==> src/hw/slt_link_test.sv <==
// Serial link test-pattern generator with frame and identifier settings
//
// Contract
// - Selection zero disables test patterns; normal converter data flows.
// - Selections 1, 2, 3 send PRBS7, PRBS15, PRBS23.
// - Selection 13 sends PRBS9, selection 14 sends PRBS31.
// - Selections 4, 5, 6 send ramp, transport test, continuous D21.5.
// - Selections 7, 8, 9, 16 work only in 8b/10b link modes.
// - Selection 8 repeats lane alignment; 9 sends modified random pattern.
// - Selection 10 holds lanes low, 11 holds them high.
// - Selection 15 sends eight zeros then eight ones repeatedly.
// - The identifier goes out in the second alignment multiframe.
// - Link A sends the identifier, link B the identifier plus one.
// - Identifier bit zero is ignored and reads back as zero.
// - Two-bit field picks the frame-end comma, 8b/10b modes only.
// - Frame-end codes: 0 K28.7, 1 K28.1, 2 K28.5, 3 reserved.

// ****************************************************
// Sample FIFO
// ****************************************************
module slt_fifo #(
   parameter int WIDTH = 16,
   parameter int DEPTH = 16
) (
   input wire logic mclk,
   input wire logic rst,
   input wire logic [WIDTH-1:0] inData,
   input wire logic inValid,
   output logic inReady,
   output logic [WIDTH-1:0] outData,
   output logic outValid,
   input wire logic outReady
);
   localparam int AW = $clog2(DEPTH);
   logic [WIDTH-1:0] mem [DEPTH];
   logic [AW:0] wrPtr_r;
   logic [AW:0] rdPtr_r;
   logic doWr;
   logic doRd;

   // Full when pointers differ only in the wrap bit
   assign inReady = (wrPtr_r ^ rdPtr_r) != {1'b1, {AW{1'b0}}};
   assign outValid = wrPtr_r != rdPtr_r;
   assign doWr = inValid && inReady;
   assign doRd = outValid && outReady;
   assign outData = mem[rdPtr_r[AW-1:0]];

   // Storage, no reset needed on data
   always_ff @(posedge mclk) begin
      if (doWr) begin
         mem[wrPtr_r[AW-1:0]] <= inData;
      end
   end

   // Pointers
   always_ff @(posedge mclk or posedge rst) begin
      if (rst) begin
         wrPtr_r <= '0;
         rdPtr_r <= '0;
      end else begin
         if (doWr) begin
            wrPtr_r <= wrPtr_r + 1'b1;
         end
         if (doRd) begin
            rdPtr_r <= rdPtr_r + 1'b1;
         end
      end
   end
endmodule


==> config.mk <==
export PLATFORM = sky130hd
export DESIGN_NAME = slt_fifo
export DESIGN_NICKNAME = d
export VERILOG_FILES = /design/src/hw/slt_link_test.sv
export SDC_FILE = /design/constraint.sdc
export NUM_CORES = 1
export LEC_CHECK = 0
export BUFFER_PORTS_ARGS = -buffer_cell sky130_fd_sc_hd__buf_2
export CAP_MARGIN = 25
export CORE_MARGIN = 5
export CORE_UTILIZATION = 25
export DETAILED_ROUTE_END_ITERATION = 10
export MAX_ROUTING_LAYER = met4
export PLACE_DENSITY = 0.36
export SKIP_CTS_REPAIR_TIMING = 1
export SYNTH_ARGS = -nofsm -noshare
export SYNTH_HDL_FRONTEND = slang
export SYNTH_SLANG_ARGS = --single-unit
==> constraint.sdc <==
create_clock -name mclk -period 2.7 [get_ports mclk]
set_input_delay 0.27 -clock mclk [delete_from_list [all_inputs] [get_ports mclk]]
set_output_delay 0.27 -clock mclk [all_outputs]
set_load 0.05 [all_outputs]
==> results.ini, run 1 <==
[yosys]
synth_edf_count = 256
ys_seq_elements = 266
async_flop_share_pct = 3.759
synthCells = 480
ys_types = 31
synth_area_sq_um = 10300
synth_area_per_cell_sq_um = 21.47
ys_seq_area_share_pct = 77.03
synth_warnings = 0
syn_nets = 505
yosys-top-cells-area = edfxtp_1, mux4_2, dfrtp_1
yosysTopAreaCell = edfxtp_1
synth_top_area_share_pct = 74.60
synth_top_flop_cell = edfxtp_1

[worst_hold_path]
holdPathStages = 3
hp-class = input pin to register
holdPathEnd = wrPtr_r[3]
worstHoldStart = inValid

[cts]
clock_latency_ns = 0.57
clkTransAtPathRegs_ns = 0.06
cts-root-buf = clkbuf_16
clock-sinks = 266
clockBufferDepth = 3
htreeDepth = 1
numCtsBuffers = 29
cts_tree = yes

[setup_path]
worst_setup_path_start_kind = register
cp_max_fo = 10
r2r-start = rdPtr_r[1]
endpoint_kind = output pin
crit_type = register to output pin
required_ns = 2.43
arrival_ns = 2.40
r2r_end = mem[3][0]
reg2reg_slack_ns = 0.21
reg2regPathDepth = 6

[job]
maxCapViolations = 0

[status]
status = complete, no violations

[global_route]
grt_max_degree = 68
grt_pass1_vias = 5530
grt-ovfl-total = 0
antenna_found_initial = 1
grt_pass1_wl_mm = 38.67
track_usage_pct = 12.07

[power]
total_power_mw = 15.11
pwr_density_cell_nw_per_um2 = 1181
leakage_nw = 4.121
peakVddDrop_mv = 0.5725

[placement]
post-place-ws_ns = 0.2113
dp.cells = 1065
dp_hpwl_mm = 15.94
portBuffers = 37
gp_congestion = 0.7183

[timing]
slew_headroom_pct = 35.83
skew_ns = 0.01481
fin_tns_setup_ns = 0
hold_viol_final = 0
max_freq_mhz = 375.2
fin_ws_ns = 0.03470
fin_crit_ns = 2.665
setup_viol = 0
fin_crit_sh_pct = 98.71
worst_slew_pin_slew_ns = 0.9615
slew_viol_final = 0
rsz0062_at_grt = yes

[floorplanning]
dieHeight_um = 213.0
core_area_sq_um = 40830
fp.dieArea_sq_um = 45380
row_count = 74
io_pins = 38
chipWidth_um = 213.0
initial_core_util_pct = 25.24

[route]
detail-route-antenna-nets = 0
drt-total-wl_mm = 28.47
drtIter0Drc = 243
dr_total_vias = 5037
first_pass_iters = 4
vias_per_cell = 4.422
wire_per_inst_um = 25.00
route.detailed.drc = 0

[final_layout]
drive_gt1_share_pct = 40.76
n_fill_cell = 3889
nets = 611
final-instance-count-excl-fill = 1139
area_growth_syn_to_layout_pct = 24.10
fin_util_pct = 31.32

[final cells by class]
type / count / area [sq um] / share of cell area [%]
sequential: 266 / 7946 / 62.14
multi-input combinational: 183 / 2331 / 18.23
timing repair buffer: 101 / 930.9 / 7.279
clock buffer: 32 / 737.0 / 5.763
tap: 532 / 665.6 / 5.205
clock inverter: 19 / 156.4 / 1.223
inverter: 5 / 18.77 / 0.1468
antenna: 1 / 2.502 / 0.01957
[metal layers]
metal	GRT usage [%]	share of wire, %	vias to the layer above
met5	-	0	-
met4	3.068	1.7	0
met3	1.851	3.5	33
met2	20.46	50	92
met1	15.30	44	2704
li1	-	-	2208
[worst max-delay path by stage]
stage,startpoint,to,cells past startpoint
2_1_floorplan,rdPtr_r[2],mem[13][0],6
3_3_place_gp,rdPtr_r[4],mem[8][11],5
3_5_place_dp,rdPtr_r[2],outData[13],5
4_1_cts,rdPtr_r[2],outData[13],5
5_1_grt,rdPtr_r[0],outData[8],5
6_report,rdPtr_r[0],outData[8],5
[registers in the layout, indices dropped and copies added, names as in the netlist]
register and count:
mem 256, wrPtr_r 5, rdPtr_r 5
[critical path, stage by stage (launching register included)]
cell,delay (ns)
dfrtp_4,0.55
buf_16,0.20
mux4_2,0.55
o22ai_4,0.22
nor2_1,0.08
buf_2,0.22
[cell usage after synthesis (2+ instances only)]
cell / number
inv_1: 5
mux2_2: 2
edfxtp_1: 256
and3_1: 2
nand4_1: 2
ha_1: 5
dfrtp_1: 10
xnor2_1: 10
buf_6: 5
buf_2: 9
o21ai_1: 2
o211ai_1: 2
nor2b_1: 2
o22ai_1: 32
buf_4: 6
clkbuf_1: 4
nand2_1: 10
nor3_1: 3
mux4_2: 64
nor2_1: 33
nand2b_1: 3
o21ai_0: 3
o311ai_1: 2
[stage by stage]
stage	hold slack (ns)	instance area (sq um)
2_1_floorplan	0.1102	10300
3_3_place_gp	0.2800	11370
3_5_place_dp	0.2917	11400
4_1_cts	-0.3101	12300
5_1_grt	0.04248	12790
6_report	0.03739	12790
[power by group]
group	switching, mW	internal [mW]
clock network	1.64	2.15
logic	3.57	2.48
registers	0.237	5.03
total	5.45	9.66
[cells by family after synthesis]
logic type                 count (synthesis)  share of synthesized area, %
AOI/OAI and AO/OA                         43                         2.695
buffers and inverters                     31                         1.930
adders and majority gates                  5                        0.6071
and+or+nand+nor                           57                         2.440
DFF                                      266                         77.03
muxes                                     66                         14.21
xor gates and xnor gates                  12                         1.093
[layout by cell type, fill, tap and decap left out, types with 2 or more instances in the layout]
| cell type | netlist | final |
|---|---|---|
| and3_1 | 2 | 2 |
| buf_12 | 0 | 5 |
| buf_16 | 0 | 3 |
| buf_2 | 9 | 28 |
| buf_4 | 6 | 51 |
| buf_6 | 5 | 6 |
| bufinv_16 | 0 | 2 |
| clkbuf_1 | 4 | 3 |
| clkbuf_16 | 0 | 34 |
| clkinv_1 | 0 | 8 |
| clkinv_2 | 0 | 6 |
| dfrtp_1 | 10 | 7 |
| dfrtp_4 | 0 | 2 |
| edfxtp_1 | 256 | 256 |
| ha_1 | 5 | 5 |
| inv_1 | 5 | 5 |
| mux2_2 | 2 | 2 |
| mux4_2 | 64 | 64 |
| nand2_1 | 10 | 10 |
| nand2b_1 | 3 | 3 |
| nand4_1 | 2 | 2 |
| nor2_1 | 33 | 16 |
| nor2_2 | 0 | 17 |
| nor2b_1 | 2 | 2 |
| nor3_2 | 0 | 3 |
| o211ai_1 | 2 | 2 |
| o21ai_0 | 3 | 3 |
| o21ai_1 | 2 | 2 |
| o22ai_1 | 32 | 18 |
| o22ai_2 | 0 | 12 |
| o22ai_4 | 0 | 2 |
| o311ai_1 | 2 | 2 |
| xnor2_1 | 10 | 10 |
No activity file was read; power rests on OpenSTA's default activity.
==> run 2, diff against run 1 <==
--- a/config.mk
+++ b/config.mk
@@ -8,10 +8,10 @@
 export BUFFER_PORTS_ARGS = -buffer_cell sky130_fd_sc_hd__buf_2
 export CAP_MARGIN = 25
 export CORE_MARGIN = 5
-export CORE_UTILIZATION = 25
+export CORE_UTILIZATION = 30
 export DETAILED_ROUTE_END_ITERATION = 10
 export MAX_ROUTING_LAYER = met4
-export PLACE_DENSITY = 0.36
+export PLACE_DENSITY = 0.42
 export SKIP_CTS_REPAIR_TIMING = 1
 export SYNTH_ARGS = -nofsm -noshare
 export SYNTH_HDL_FRONTEND = slang
==> run 2 against run 1 <==
Effect of this change:
- utilization increased by 5.3 points
- design area decreased by 3.6%
- setup slack improved by 0.042 ns
- fmax increased by 1.6%
- clock skew decreased by 0.0071 ns
- global-route usage increased by 1.1 points
- first-iteration DRC count increased by 24%
- sequential share of layout area increased by 2.3 points
- sequential cell count unchanged
- non-clock buffer count decreased by 20
- routed wire length decreased by 12%
- via count decreased by 2.8%
==> results.ini, run 2 (same netlist as run 1, synthesis figures left out) <==
[final_layout]
final_cell_mix = edfxtp_1, mux4_2, buf_4
design_area_sq_um = 12330
antennaDiodeCount = 0
largest_register_ff_count = 256
nets = 591
drive_gt1_share_pct = 36.58
layout_commonest_cell = edfxtp_1
area_growth_syn_to_layout_pct = 19.67

[power]
sw_frac_of_total_pct = 34.57
p_switching_mw = 4.907
internal_power_mw = 9.288
clock_power_share_pct = 26.5
peakVddDrop_mv = 0.5107
pwr-share-comb_pct = 36.4
leakage_nw = 3.960
total_power_mw = 14.20
p_seq_share_pct = 37.0
pwr_density_cell_nw_per_um2 = 1151

[setup_path]
endpoint_kind = output pin
arrival_ns = 2.35
r2r_end = mem[6][11]
crit_type = register to output pin
reg2regPathDepth = 7
endpoint = outData[13]
required_ns = 2.43
cp_slowest_cell = mux4_2
startpoint = rdPtr_r[0]
r2r-start = rdPtr_r[3]
worst_setup_path_start_kind = register
max_stage_delay_ns = 0.52
cp_max_fo = 19
reg2reg_slack_ns = 0.55
worstPathCellList = buf_16, mux4_2, o22ai_1, nor2_1, buf_2

[timing]
setup_viol = 0
fin_crit_sh_pct = 97.16
slew_headroom_pct = 55.37
slew_viol_final = 0
rsz0062_at_grt = yes
fin_tns_setup_ns = 0
hold_viol_final = 0
fin_crit_ns = 2.623
worst_slew_pin_slew_ns = 0.6687
max_freq_mhz = 381.2
fin_ws_ns = 0.07676
skew_ns = 0.007743
whs_ns = 0.05430

[placement]
post-place-ws_ns = 0.3699
dp_hpwl_mm = 15.07
gp_congestion = 0.7283
portBuffers = 37
post_dp_cell_area_sq_um = 11300

[cts]
cts_tree = yes
numCtsBuffers = 29
clock_latency_ns = 0.53
cts-root-buf = clkbuf_16
htreeDepth = 1
clkTransAtPathRegs_ns = 0.06
clockBufferDepth = 3
clock-sinks = 266

[route]
dr_total_vias = 4896
first_pass_iters = 4
detail-route-antenna-nets = 0
drt-total-wl_mm = 25.00
route.detailed.drc = 0
drtIter0Drc = 302
wire_per_inst_um = 24.20
vias_per_cell = 4.740

[floorplanning]
dieHeight_um = 195.3
io_pins = 38
chipWidth_um = 195.3
core_area_sq_um = 33700
fp.dieArea_sq_um = 38160
row_count = 67
initial_core_util_pct = 30.58

[worst_hold_path]
holdPathStages = 3
hp-class = input pin to register

[global_route]
antenna_found_initial = 1
grt_max_degree = 58
grt-ovfl-total = 0
grt_pass1_vias = 5339
track_usage_pct = 13.20
grt_pass1_wl_mm = 36.43

[status]
status = complete, no violations

[job]
maxCapViolations = 0

==> run 2: metal layers <==
metal | GRT usage (%) | vias to the layer above | part of all wire (%)
met5 | - | - | 0
met4 | 3.155 | 0 | 1.9
met3 | 1.913 | 29 | 3.7
met2 | 22.31 | 82 | 51
met1 | 17.00 | 2618 | 44
li1 | - | 2167 | -
==> run 2: final cells by class <==
class | count | area, sq um
clock inverter | 17 | 161.4
inverter | 5 | 18.77
clock buffer | 33 | 740.7
timing repair buffer | 81 | 671.9
tap | 448 | 560.5
fill | 3141 | 21370
sequential | 266 | 7944
multi-input combinational | 183 | 2235
==> run 2: how the worst min path moves through the flow <==
stage / startpoint / endpoint / slack, ns
floorplan: rst / rdPtr_r[0] / 0.11
global placement: rst / wrPtr_r[2] / 0.27
detailed placement: rst / wrPtr_r[2] / 0.28
CTS: rst / wrPtr_r[3] / -0.30
global route: inValid / wrPtr_r[3] / 0.05
finish: inValid / wrPtr_r[3] / 0.05
==> run 2: critical path: cells and delay by family (launching register included) <==
family	cells	cell delay [ns]
muxes	1	0.52
buffers and inverters	2	0.44
DFF	1	0.47
and+or+nand+nor	1	0.08
AOI/OAI and AO/OA	1	0.29
==> run 2: per-stage QoR <==
stage	instances	utilization, %
3_3_place_gp	979	33.55
6_report	1033	36.59
2_1_floorplan	480	-
4_1_cts	1029	36.22
3_5_place_dp	979	33.55
5_1_grt	1033	36.59
==> run 2: power by group through the flow <==
stage / logic [mW] / clock network, mW / registers [mW]
CTS: 5.05 / 3.89 / 5.28
detailed placement: 5.04 / 0 / 5.37
global route: 5.52 / 4.05 / 5.31
floorplan: 3.61 / 0 / 5.21
global placement: 5.03 / 0 / 5.34
finish: 5.17 / 3.76 / 5.26
==> run 3, diff against run 2 <==
--- a/config.mk
+++ b/config.mk
@@ -11,7 +11,7 @@
 export CORE_UTILIZATION = 30
 export DETAILED_ROUTE_END_ITERATION = 10
 export MAX_ROUTING_LAYER = met4
-export PLACE_DENSITY = 0.42
+export PLACE_DENSITY_LB_ADDON = 0.12
 export SKIP_CTS_REPAIR_TIMING = 1
 export SYNTH_ARGS = -nofsm -noshare
 export SYNTH_HDL_FRONTEND = slang
==> run 3 against run 2 <==
Effect of this change:
- global-route usage fell by 0.66 points
- critical path depth rose by 1
- setup slack got worse by 0.0062 ns
- highest routed layer unchanged
==> results.ini, run 3 (same netlist as run 1, synthesis figures left out) <==
[placement]
dp_hpwl_mm = 14.36
post-place-ws_ns = 0.4266
gp_congestion = 0.7183
post_dp_cell_area_sq_um = 11240
portBuffers = 37

[final_layout]
final_cell_mix = edfxtp_1, mux4_2, buf_4
n_fill_cell = 3123
multiInputGateArea_sq_um = 2297
drive_gt1_share_pct = 37.76
nets = 592
layout_commonest_cell = edfxtp_1
area_growth_syn_to_layout_pct = 20.46
design_area_sq_um = 12410
antennaDiodeCount = 0
largest_register_ff_count = 256
final-seq-area_sq_um = 7946

[timing]
fin_ws_ns = 0.07052
whs_ns = 0.04819
slew_headroom_pct = 53.92
max_freq_mhz = 380.3
hold_viol_final = 0
fin_tns_setup_ns = 0
worst_slew_pin_slew_ns = 0.6840
slew_viol_final = 0
skew_ns = 0.01103
fin_crit_ns = 2.629
rsz0062_at_grt = yes
fin_crit_sh_pct = 97.39
setup_viol = 0

[floorplanning]
initial_core_util_pct = 30.58
dieHeight_um = 195.3
io_pins = 38
core_area_sq_um = 33700
chipWidth_um = 195.3
fp.dieArea_sq_um = 38160
row_count = 67

[global_route]
grt_max_degree = 36
grt_pass1_wl_mm = 35.00
antenna_found_initial = 0
grt-ovfl-total = 0
grt_pass1_vias = 5337
track_usage_pct = 12.54

[setup_path]
cp_max_fo = 16
worst_setup_path_start_kind = register
required_ns = 2.43
reg2regPathDepth = 5
endpoint_kind = output pin
worstPathCellList = buf_12, clkbuf_16, mux4_2, o22ai_1, nor2_1, buf_2
reg2reg_slack_ns = 0.55
max_stage_delay_ns = 0.53
critPathBufInv = 3
cpLargestDelayFamily = flip-flops
cp_slowest_cell = dfrtp_4
crit_type = register to output pin
arrival_ns = 2.36
cp_num_cells = 6

[cts]
numCtsBuffers = 29
clockBufferDepth = 3
clock-sinks = 266
cts-root-buf = clkbuf_16
htreeDepth = 1
clock_latency_ns = 0.55
cts_tree = yes
clkTransAtPathRegs_ns = 0.06

[worst_hold_path]
holdPathStages = 3
hp-class = input pin to register

[power]
pwr_density_cell_nw_per_um2 = 1160
leakage_nw = 3.995
peakVddDrop_mv = 0.4718

[route]
drtIter0Drc = 289
route.detailed.drc = 0
wire_per_inst_um = 22.78
vias_per_cell = 4.706
detail-route-antenna-nets = 0
first_pass_iters = 6
drt-total-wl_mm = 23.60
dr_total_vias = 4875

[job]
maxCapViolations = 0

[status]
status = complete, no violations

[run 3: report_power, final]
group,switching (mW),internal [mW],leakage [nW],total [mW]
Sequential,0.253,5.03,2.43,5.28
Clock,1.56,2.34,0.461,3.90
Combinational,3.17,2.05,1.11,5.23
Total,4.98,9.42,4.00,14.4
[run 3: worst register-to-register path, delay by kind of cell (launching register included)]
kind	cells	cell delay, ns
AO/OA/AOI/OAI	1	0.59
XOR/XNOR	1	0.23
buffers and inverters	1	0.25
flip-flops	1	0.56
AND/OR/NAND/NOR	2	0.23
[run 3: metrics by stage]
step,util [%],power [mW],std cells
CTS,36.17,14.28,1027
finish,36.83,14.40,1036
floorplan,-,8.816,480
global placement,33.37,10.32,975
detailed placement,33.37,10.34,975
global route,36.83,15.09,1036
[run 3: layout make-up]
| type | count | share of cell area [%] |
|---|---|---|
| repair buffers | 82 | 5.211 |
| clock inverters | 20 | 1.663 |
| multi-input cells | 183 | 18.51 |
| well taps | 448 | 4.516 |
| clock buffers | 32 | 5.937 |
| inverters | 5 | 0.1512 |
| flip-flops and latches | 266 | 64.02 |
[run 3: worst paths after layout]
check                      startpoint          to
max                        rdPtr_r[1]  outData[3]
min                          outReady  rdPtr_r[2]
max reg2reg                rdPtr_r[1]  mem[10][1]
min reg2reg                wrPtr_r[0]  wrPtr_r[0]
max in group asynchronous         rst  rdPtr_r[0]
min in group asynchronous         rst  wrPtr_r[4]
[run 3: per-layer routing]
| metal | track usage [%] | vias up | routed length [um] |
|---|---|---|---|
| li1 | - | 2166 | - |
| met1 | 16.50 | 2600 | 10110 |
| met2 | 20.96 | 82 | 12050 |
| met3 | 1.947 | 27 | 1077 |
| met4 | 2.483 | 0 | 368 |
| met5 | - | - | 0 |
